==> config.mk <==
export PLATFORM = sky130hd
export DESIGN_NAME = sgc_cfg
export DESIGN_NICKNAME = d
export VERILOG_FILES = /design/src/sgc_cfg.v
export VERILOG_INCLUDE_DIRS = /design/src
export SDC_FILE = /design/constraint.sdc
export NUM_CORES = 1
export LEC_CHECK = 0
export ABC_AREA = 1
export BUFFER_PORTS_ARGS = -buffer_cell sky130_fd_sc_hd__buf_4
export CAP_MARGIN = 20
export CORE_ASPECT_RATIO = 0.8
export CORE_MARGIN = 4
export CORE_UTILIZATION = 45
export CTS_CLUSTER_DIAMETER = 120
export DETAILED_ROUTE_END_ITERATION = 8
export PLACE_DENSITY = 0.68
export REMOVE_ABC_BUFFERS = 1
export SYNTH_ARGS = -nofsm -noshare
export SYNTH_HDL_FRONTEND = slang
export SYNTH_SLANG_ARGS = --single-unit
==> constraint.sdc <==
create_clock -name clk_sys -period 4.7 [get_ports clk_sys]
set_input_delay 0.47 -clock clk_sys [delete_from_list [all_inputs] [get_ports clk_sys]]
set_output_delay 0.47 -clock clk_sys [all_outputs]
set_load 0.02 [all_outputs]
==> src/sgc_regs.vh <==
// register map and constants of the gain/agc/auto-zero block
// assumes an 8-bit register port and a 125 MHz system clock
`ifndef SGC_REGS_VH
`define SGC_REGS_VH
`define SGC_ADDR_GAIN      8'haa
`define SGC_ADDR_HYST      8'hb3
`define SGC_ADDR_AZ        8'hd6
`define SGC_ADDR_CTRL      8'h80
`define SGC_ADDR_CFG8      8'hb1
`define SGC_ADDR_STAT      8'he0
`define SGC_RST_GAIN       5'h09
`define SGC_RST_HIGH_SEL   2'h3
`define SGC_RST_LOW_SEL    2'h3
`define SGC_RST_PERS       3'h2
`define SGC_RST_AZ         8'hff
`define SGC_GAIN_MAX       5'h0a
`define SGC_AZ_NEVER       8'h00
`define SGC_AZ_FIRST_ONLY  8'hff
`define SGC_FLICKER_DETECT_ENABLE_BIT       0
`define SGC_SPECTRAL_GAIN_AUTO_ENABLE_BIT     2
`define SGC_GAIN_MSB       4
`define SGC_HIGH_MSB       7
`define SGC_HIGH_LSB       6
`define SGC_LOW_MSB        5
`define SGC_LOW_LSB        4
`define SGC_PERS_MSB       2
`define SGC_AZ_TIME_US     15000
`define SGC_CLK_MHZ        125
`endif

==> src/sgc_cfg.v <==
// gain, automatic gain control, flicker persistence and auto-zero scheduler
// assumes strobes and inputs from logic on clk_sys; flicker result is a pin
//
// Contract
// - gain code n gives 2^(n-1) gain, codes 0 to 10, common to channels
// - configuration serves all six channels: gain, agc enable, auto-zero (code zeroes the sixth only with flicker enabled)
// - agc lowers gain when data reaches high threshold 50..87.5 percent
// - agc raises gain when data falls to low threshold 12.5..50 percent
// - thresholds are fractions of (step count+1)*(step size+1)
// - flicker status changes after 2^(p-1) consecutive differing results
// - auto-zero interval: 0 never, n every n cycles, 255 before first only
// - with flicker enabled, zero sixth adc, abort and restart flicker
// - one auto-zero pass lasts about 15 ms
// - spectral agc runs only while its enable bit 2 is set
// - flicker enable at 0x80; when clear sixth adc follows other five
//
// Implementation choice: the plain strobed port.
`timescale 1ns/1ps
`default_nettype none
`include "sgc_regs.vh"
module sgc_cfg #(
   parameter AZ_CYCLES = (`SGC_AZ_TIME_US * `SGC_CLK_MHZ),
   parameter NCH       = 6
) (
   input  wire         clk_sys,
   input  wire         arst_n,
   input  wire         clk_en,
   input  wire [7:0]   reg_addr,
   input  wire [7:0]   reg_wdata,
   input  wire         reg_wr,
   input  wire         reg_rd,
   output reg  [7:0]   reg_rdata_ff,
   input  wire         meas_start,
   input  wire         meas_done,
   input  wire [15:0]  chan_max_data,
   input  wire [7:0]   integration_step_count,
   input  wire [15:0]  integration_step_size,
   input  wire         flicker_result,
   input  wire         flicker_result_valid,
   output reg  [4:0]   spectral_gain_code_ff,
   output reg  [4:0]   sixth_gain_code_ff,
   output reg          sixth_follows_ff,
   output reg          flicker_status_ff,
   output reg          flicker_event_ff,
   output reg          autozero_busy_ff,
   output reg  [NCH-1:0] autozero_chan_ff,
   output reg          flicker_restart_ff
);
   localparam ST_IDLE = 3'b001;
   localparam ST_AZ   = 3'b010;
   localparam ST_RUN  = 3'b100;

   reg [1:0]  high_sel_ff;
   reg [1:0]  low_sel_ff;
   reg [2:0]  flicker_persistence_ff;
   reg [7:0]  offset_zeroing_interval_ff;
   reg        flicker_detect_enable_ff;
   reg        spectral_gain_auto_enable_ff;
   reg [2:0]  state_ff;
   reg [7:0]  cycle_cnt_ff;
   reg        first_done_ff;
   reg [31:0] az_cnt_ff;
   reg [7:0]  pers_cnt_ff;
   reg        fr_meta_ff;
   reg        fr_sync_ff;
   reg        frv_meta_ff;
   reg        frv_sync_ff;
   reg        frv_prev_ff;
   reg        az_fd_ff;
   reg        az_due;
   wire [NCH-1:0] az_req;
   genvar     k;

   // full-scale count and the two thresholds in eighths
   wire [24:0] full_scale = {16'h0000, integration_step_count} + 25'h1;
   wire [16:0] step_p1    = {1'b0, integration_step_size} + 17'h1;
   wire [41:0] fs_count   = full_scale * step_p1;
   wire [44:0] data_x8    = {chan_max_data, 3'b000};
   wire [3:0]  high_frac  = {2'b00, high_sel_ff} + 4'h4;
   wire [3:0]  low_frac   = {2'b00, low_sel_ff} + 4'h1;
   wire [45:0] high_th    = fs_count * high_frac;
   wire [45:0] low_th     = fs_count * low_frac;
   wire        at_high    = {1'b0, data_x8} >= high_th;
   wire        at_low     = {1'b0, data_x8} <= low_th;
   wire [7:0]  pers_need  = pers_len(flicker_persistence_ff);
   wire        frv_rise   = frv_sync_ff & ~frv_prev_ff;

   // due check widened so a count of 255 cannot wrap back to zero
   always @*
   begin
      az_due = 1'b0;
      if (offset_zeroing_interval_ff == `SGC_AZ_FIRST_ONLY)
         az_due = ~first_done_ff;
      else if (offset_zeroing_interval_ff != `SGC_AZ_NEVER)
         az_due = (({1'b0, cycle_cnt_ff} + 9'h001) >=
                   {1'b0, offset_zeroing_interval_ff});
   end

   // channels zeroed per pass: spectral always, sixth only with flicker on
   generate
      for (k = 0; k < NCH; k = k + 1)
      begin : g_az_req
         if (k == NCH - 1)
         begin : g_sixth
            assign az_req[k] = flicker_detect_enable_ff;
         end
         else
         begin : g_spec
            assign az_req[k] = 1'b1;
         end
      end
   endgenerate

   // results needed in a row; p of zero treated as one
   function [7:0] pers_len;
      input [2:0] p;
      begin
         if (p == 3'h0)
            pers_len = 8'h01;
         else
            pers_len = 8'h01 << (p - 3'h1);
      end
   endfunction

   function sel;
      input [7:0] a;
      input [7:0] b;
      begin
         sel = (a == b);
      end
   endfunction

   always @(posedge clk_sys or negedge arst_n)
   begin
      if (!arst_n)
      begin
         spectral_gain_code_ff        <= `SGC_RST_GAIN;
         high_sel_ff                  <= `SGC_RST_HIGH_SEL;
         low_sel_ff                   <= `SGC_RST_LOW_SEL;
         flicker_persistence_ff       <= `SGC_RST_PERS;
         offset_zeroing_interval_ff   <= `SGC_RST_AZ;
         flicker_detect_enable_ff     <= 1'b0;
         spectral_gain_auto_enable_ff <= 1'b0;
         reg_rdata_ff                 <= 8'h00;
      end
      else if (clk_en)
      begin
         reg_rdata_ff <= 8'h00;
         if (reg_wr)
         begin
            if (sel(reg_addr, `SGC_ADDR_GAIN))
               spectral_gain_code_ff <= reg_wdata[`SGC_GAIN_MSB:0];
            else if (sel(reg_addr, `SGC_ADDR_HYST))
            begin
               high_sel_ff <= reg_wdata[`SGC_HIGH_MSB:`SGC_HIGH_LSB];
               low_sel_ff  <= reg_wdata[`SGC_LOW_MSB:`SGC_LOW_LSB];
               flicker_persistence_ff <= reg_wdata[`SGC_PERS_MSB:0];
            end
            else if (sel(reg_addr, `SGC_ADDR_AZ))
               offset_zeroing_interval_ff <= reg_wdata;
            else if (sel(reg_addr, `SGC_ADDR_CTRL))
               flicker_detect_enable_ff <= reg_wdata[`SGC_FLICKER_DETECT_ENABLE_BIT];
            else if (sel(reg_addr, `SGC_ADDR_CFG8))
               spectral_gain_auto_enable_ff <=
                  reg_wdata[`SGC_SPECTRAL_GAIN_AUTO_ENABLE_BIT];
         end
         else if (meas_done && spectral_gain_auto_enable_ff)
         begin
            if (at_high && spectral_gain_code_ff != 5'h00)
               spectral_gain_code_ff <= spectral_gain_code_ff - 5'h1;
            else if (at_low && spectral_gain_code_ff < `SGC_GAIN_MAX)
               spectral_gain_code_ff <= spectral_gain_code_ff + 5'h1;
         end
         if (reg_rd)
         begin
            if (sel(reg_addr, `SGC_ADDR_GAIN))
               reg_rdata_ff <= {3'b000, spectral_gain_code_ff};
            else if (sel(reg_addr, `SGC_ADDR_HYST))
               reg_rdata_ff <= {high_sel_ff, low_sel_ff, 1'b0,
                                flicker_persistence_ff};
            else if (sel(reg_addr, `SGC_ADDR_AZ))
               reg_rdata_ff <= offset_zeroing_interval_ff;
            else if (sel(reg_addr, `SGC_ADDR_CTRL))
               reg_rdata_ff <= {7'h00, flicker_detect_enable_ff};
            else if (sel(reg_addr, `SGC_ADDR_CFG8))
               reg_rdata_ff <= {5'h00, spectral_gain_auto_enable_ff, 2'b00};
            else if (sel(reg_addr, `SGC_ADDR_STAT))
               reg_rdata_ff <= {5'h00, autozero_busy_ff, flicker_status_ff,
                                first_done_ff};
         end
      end
   end

   // sixth channel copies the common gain every enabled cycle; sixth_follows_ff is set while flicker detection is off
   always @(posedge clk_sys or negedge arst_n)
   begin
      if (!arst_n)
      begin
         sixth_gain_code_ff <= `SGC_RST_GAIN;
         sixth_follows_ff   <= 1'b1;
      end
      else if (clk_en)
      begin
         sixth_follows_ff   <= ~flicker_detect_enable_ff;
         sixth_gain_code_ff <= spectral_gain_code_ff;
      end
   end

   // flicker persistence filter, result is a pin so synchronised first
   always @(posedge clk_sys or negedge arst_n)
   begin
      if (!arst_n)
      begin
         fr_meta_ff        <= 1'b0;
         fr_sync_ff        <= 1'b0;
         frv_meta_ff       <= 1'b0;
         frv_sync_ff       <= 1'b0;
         frv_prev_ff       <= 1'b0;
         pers_cnt_ff       <= 8'h00;
         flicker_status_ff <= 1'b0;
         flicker_event_ff  <= 1'b0;
      end
      else if (clk_en)
      begin
         fr_meta_ff       <= flicker_result;
         fr_sync_ff       <= fr_meta_ff;
         frv_meta_ff      <= flicker_result_valid;
         frv_sync_ff      <= frv_meta_ff;
         frv_prev_ff      <= frv_sync_ff;
         flicker_event_ff <= 1'b0;
         if (frv_rise)
         begin
            if (fr_sync_ff == flicker_status_ff)
               pers_cnt_ff <= 8'h00;
            else if (pers_cnt_ff + 8'h1 >= pers_need)
            begin
               flicker_status_ff <= fr_sync_ff;
               flicker_event_ff  <= 1'b1;
               pers_cnt_ff       <= 8'h00;
            end
            else
               pers_cnt_ff <= pers_cnt_ff + 8'h1;
         end
      end
   end

   // auto-zero scheduler
   always @(posedge clk_sys or negedge arst_n)
   begin
      if (!arst_n)
      begin
         state_ff           <= ST_IDLE;
         cycle_cnt_ff       <= 8'h00;
         first_done_ff      <= 1'b0;
         az_cnt_ff          <= 32'h0;
         az_fd_ff           <= 1'b0;
         autozero_busy_ff   <= 1'b0;
         autozero_chan_ff   <= {NCH{1'b0}};
         flicker_restart_ff <= 1'b0;
      end
      else if (clk_en)
      begin
         flicker_restart_ff <= 1'b0;
         case (state_ff)
            ST_IDLE:
               if (meas_start)
               begin
                  if (az_due)
                  begin
                     state_ff         <= ST_AZ;
                     az_cnt_ff        <= 32'h0;
                     autozero_busy_ff <= 1'b1;
                     cycle_cnt_ff     <= 8'h00;
                     az_fd_ff         <= flicker_detect_enable_ff;
                     autozero_chan_ff <= az_req;
                  end
                  else
                  begin
                     state_ff <= ST_RUN;
                     if (offset_zeroing_interval_ff != `SGC_AZ_NEVER)
                        cycle_cnt_ff <= cycle_cnt_ff + 8'h1;
                  end
               end
            ST_AZ:
               if (az_cnt_ff >= AZ_CYCLES - 1)
               begin
                  state_ff           <= ST_RUN;
                  autozero_busy_ff   <= 1'b0;
                  autozero_chan_ff   <= {NCH{1'b0}};
                  first_done_ff      <= 1'b1;
                  flicker_restart_ff <= az_fd_ff;
               end
               else
                  az_cnt_ff <= az_cnt_ff + 32'h1;
            ST_RUN:
               if (meas_done)
               begin
                  state_ff      <= ST_IDLE;
                  first_done_ff <= 1'b1;
               end
            default:
               state_ff <= ST_IDLE;
         endcase
      end
   end
endmodule
`default_nettype wire

[Word-level counts from Yosys, hierarchy flattened]
Cells that the tools add are included.
Operators by class
  add/sub/neg operators: 11
  multipliers: 3
  div/mod/pow operators: 0
  order comparisons: 6
  equality and inequality tests: 17
  shifts and indexed selects: 1
  multiplexer cells: 44
  bitwise logic cells: 9
  reductions and logical operators: 24
Operators with widths (count)
  32-bit two-way mux: 3
  8-bit two-way mux: 9
  32-bit case mux with 2 select lines: 1
  8-bit equality test (second input constant): 7
  32-bit by 1-bit adder with 32-bit output (second input constant): 1
  32-bit by 21-bit >= comparator with 1-bit output (second input constant): 1
  19-bit by 30-bit >= comparator with 1-bit output: 1
  26-bit by 4-bit multiplier with 30-bit output: 1
  19-bit by 29-bit <= comparator with 1-bit output: 1
  26-bit by 3-bit multiplier with 29-bit output: 1
  4-bit AND reduction: 7
  9-bit by 17-bit multiplier with 26-bit output: 1
  5-bit two-way mux: 5
  3-bit two-way mux: 7
  8-bit by 1-bit adder with 9-bit output (second input constant): 2
  6-bit two-way mux: 3
  16-bit by 1-bit adder with 17-bit output (second input constant): 1
  8-bit by 1-bit adder with 8-bit output (second input constant): 2
  5-bit AND reduction: 3
  1-bit two-way mux: 12
  6-bit case mux with 2 select lines: 1
  2-bit inequality test (second input constant): 5
  9-bit by 8-bit >= comparator with 1-bit output: 1
  3-bit case mux with 3 select lines: 1
  other kinds (25): 38
Storage, ports and cells
  register bits after elaboration: 104
  bits in latches: 0
  RAM bits: 0
  bits in read-only memories: 0
  input port bits: 65
  word-level logic and storage cells: 141
  memories: 0

[Longest topological paths before layout]
  word-level depth: 9
  mapped depth: 62
  mapped depth without buffers: 62

[Worst setup path before layout]
Ideal clock, no wire load.
  kind: input to register
  start point: in integration_step_size[0]
  end point: reg spectral_gain_code_ff[4]
  library setup time: 0.065 ns
  arrival time: 8.960 ns
  slack: -4.325 ns
  stages on the path: 61
  path buffers: 0
  cells stage by stage: ha_1 > nand4_1 > nor2_2 > inv_1 > nor3_2 > inv_2 > nor3_2 > inv_2 > nor2_2 > inv_2 > o21ai_0 > inv_1 > nor2_1 > nand2_1 > fa_1 > inv_1 > fa_1 > fa_1 > (+25 left out) > nor2_1 > nor2_1 > nand2_1 > nand2_1 > nand2_1 > nand2_1 > nor2_1 > nand3_2 > inv_1 > ha_1 > a21oi_1 > nand2_1 > xor2_1 > o21ai_0 > nand2_1 > nand2_1 > nand3_1 > nand2_1
On the way
  word-level cells in the longest chain between the ends: 8
  elaborated cells between the ends (all ways): 13
  classes of those cells: add/sub: 1; mul: 3; order compare: 2; mux: 3; reduce/logical: 4
Ends and longest elaborated chain
  start, declared: line sgc_cfg.v:37  | input wire [15:0] integration_step_size,
  16-bit by 1-bit adder with 17-bit output *: line sgc_cfg.v:76  | wire [16:0] step_p1 = {1'b0, integration_step_size} + 17'h1;
  9-bit by 17-bit multiplier with 26-bit output *: line sgc_cfg.v:77  | wire [41:0] fs_count = full_scale * step_p1;
  26-bit by 4-bit multiplier with 30-bit output: line sgc_cfg.v:81  | wire [45:0] high_th = fs_count * high_frac;
  19-bit by 30-bit >= comparator with 1-bit output: line sgc_cfg.v:83  | wire at_high = {1'b0, data_x8} >= high_th;
  1-bit logical AND: line sgc_cfg.v:169  | if (at_high && spectral_gain_code_ff != 5'h00)
  5-bit two-way mux: line sgc_cfg.v:169
  5-bit two-way mux: line sgc_cfg.v:167  | else if (meas_done && spectral_gain_auto_enable_ff)
  5-bit two-way mux: line sgc_cfg.v:149  | if (reg_wr)
  end signal, assigned: line sgc_cfg.v:152  | spectral_gain_code_ff <= reg_wdata[`SGC_GAIN_MSB:0];
  end signal, assigned: line sgc_cfg.v:170  | spectral_gain_code_ff <= spectral_gain_code_ff - 5'h1;
  end signal, assigned: line sgc_cfg.v:172  | spectral_gain_code_ff <= spectral_gain_code_ff + 5'h1;
  end, declared: line sgc_cfg.v:40  | output reg [4:0] spectral_gain_code_ff,
Every way passes the cells marked *; elsewhere a longest branch is shown, timed or not. The select of a mux whose other input is x is not followed.
A chain may end at the register's enable or synchronous reset.

[Final worst setup path]
Same ends and word-level chain as after synthesis.

==> out/metrics.yaml <==
logic_synthesis:
  ys.flop_type: "dfrtp_1"
  syn_avg_cell_area_sq_um: 6.93
  yosys.area.top_type: "fa_1"
  yosysWarningCount: 0
  yosysSeqAreaShare_pct: 14.7
  yosys.cell_types.count: 59
  synth_top_area_share_pct: 18.3
  ys_ff_latch: 99
  async_flop_share_pct: 100
  synth-edff-count: 0
  ys_top_cells_by_area: "fa_1 18%, nand2_1 14%, ha_1 14%"
  syn_area_sq_um: 17100
  synth_cells: 2462
timing:
  setup-violations-final: 5
  hold_violations: 0
  slew_headroom_pct: 47.4
  drv_slew: 0
  fin_ws_ns: -4.42
  period_minus_slack_ns: 9.12
  holdWs_ns: 0.129
  grt_setup_unrepaired: "true"
  fmax_mhz: 110
  fin_crit_sh_pct: 194
  fin_skew_ns: 0.0145
  worstMarginPinSlew_ns: 0.788
drt:
  avgRoutedWirePerCell_microns: 15.3
  vias_per_cell: 5.11
  dr.pass1.iters: 5
  routed_wl_mm: 52.7
  drtIter0Drc: 1227
  antenna_left: 0
  drcViolationCount: 0
  vias: 17600
outcome:
  status: "finished, violations left"
  violations: "setup timing"
critical_path:
  required_ns: 4.99
  path_class: "in2reg"
  max_stage_delay_ns: 0.61
  critPathLaunchType: "primary input"
  cpMostUsedCell: "nand2_1"
  setup.worst_path.end_class: "flop"
  cp_slowest_cell: "fa_1"
  cp_max_fo: 5
  crit_arrival_ns: 9.41
global_route:
  grt_antenna_before_repair: 0
  grt_max_degree: 54
  grt_usage_pct: 25.1
  grt_pass1_wl_mm: 85.8
  grt_pass1_vias: 17700
  grt-ovfl-total: 0
job:
  drv_cap: 0
clock_tree:
  clock_latency_ns: 0.36
  clk_pin_slew_worst_paths_ns: 0.07
  numCtsBuffers: 9
  cts_tree: "done"
  htreeDepth: 3
  clkSinkCount: 99
  cts_root_buf: "clkbuf_16"
  clockBufferDepth: 2
placement:
  routabilityCongestion: 0.946
  dp_hpwl_mm: 43.4
  io_buffers: 93
finish:
  nFillCells: 3279
  diodes: 0
  multi_input_area_sq_um: 13700
  drive_gt1_share_pct: 27.1
  num-nets-final: 3369
  utilization_pct: 61.5
  area_growth_pct: 34.4
  final-seq-area_sq_um: 2500
  final_cell_mix: "599 x nand2_1, 519 x buf_4, 458 x inv_1, 244 x nor2_1, 154 x ha_1"
  layout_commonest_cell: "nand2_1"
die:
  rows: 63
  io_pins: 94
  start_util_pct: 45.8
  core_area_sq_um: 37300
  fp.dieArea_sq_um: 41100
  dieHeight_microns: 182
  dieWidth_microns: 226
min_path:
  hp-class: "in2async"
==> worst max-delay path: cells and delay by family <==
family	cells	cell delay (ns)
AO/OA/AOI/OAI	6	0.79
XOR/XNOR	3	0.52
adder cells (fa/ha/maj)	11	4.06
buffers and inverters	13	1.16
AND/OR/NAND/NOR	28	2.39
==> cell type report <==
cell class / instances / area share (%)
clock buffers: 11 / 1.01
clock inverters: 5 / 0.175
inverters: 491 / 8.06
multi-input cells: 1828 / 59.6
flip-flops and latches: 99 / 10.9
well taps: 487 / 2.66
repair buffers: 531 / 17.6
==> routing by layer <==
metal	part of all wire, %	vias up	global-route usage (%)	routed length (microns)
li1	-	8667	-	-
met1	47	8390	37.1	24900
met2	45	499	40.3	23900
met3	5.6	72	2.78	2970
met4	1.8	0	4.73	942
met5	0	-	0	0
==> stage by stage <==
step / setup slack [ns] / TNS [ns] / cell area (sq um) / std cells
finish: -4.42 / -21.43 / 22900 / 3452
global route: -4.95 / -23.89 / 22900 / 3452
CTS: -4.31 / -20.99 / 22200 / 3432
detailed placement: -5.20 / -25.22 / 21100 / 3390
global placement: -5.06 / -24.44 / 21100 / 3390
floorplan: -4.45 / -20.94 / 16900 / 2418
==> worst paths after layout <==
check | end | startpoint | slack [ns] | depth (start not counted)
worst max-delay path | spectral_gain_code_ff[4] | integration_step_size[0] | -4.42 | 61
worst min-delay path | spectral_gain_code_ff[2] | arst_n | 0.13 | 1
worst max register to register | spectral_gain_code_ff[4] | high_sel_ff[1] | -0.71 | 37
worst min register to register | az_cnt_ff[29] | az_cnt_ff[29] | 0.47 | 2
max in group asynchronous | reg_rdata_ff[2] | arst_n | 3.45 | 2
min in group clk_sys | frv_meta_ff | flicker_result_valid | 0.32 | 3
==> cell families after synthesis <==
kind of cell | share of synthesized area (%)
mux | 0.125
flops | 14.7
fa+ha+maj | 32.1
simple gates | 27.4
buf+inv | 11.9
compound gates | 9.15
xor+xnor | 4.62
==> flip-flops by register name (all words and copies together) (netlist names), 3 cells and up <==
register / cells
flicker_persistence_ff: 3
cycle_cnt_ff: 8
az_cnt_ff: 32
sixth_gain_code_ff: 5
state_ff: 3
reg_rdata_ff: 8
offset_zeroing_interval_ff: 8
spectral_gain_code_ff: 5
pers_cnt_ff: 8
==> what timing repair did <==
item	in CTS	in global routing
pin swaps	104	123
cloned	0	0
setup endpoints to repair	5	5
gates resized for setup	133	125
setup buffers	32	20
hold buffers	0	0
==> cells in the mapped netlist (5+ instances only) <==
cell type    n
nand3_2      6
ha_1       188
xnor2_1     28
nor2_1     277
clkbuf_1    32
xor2_1      62
nor3_1      28
fa_1       156
o21bai_1    11
dfrtp_1     80
o21ai_0     77
o22ai_1     10
o211ai_1     5
nand2_1    632
nand4_1     41
buf_2        6
a31oi_1      7
nand3_1     93
nor4_1      14
a21o_1       7
o31ai_1     18
inv_1      479
buf_4        6
a21oi_1    103
inv_2       10
nor2_2       6
dfstp_2     19
Power is not shown: default switching activity piles up to over one toggle a cycle in this logic, so the estimate is an artifact.
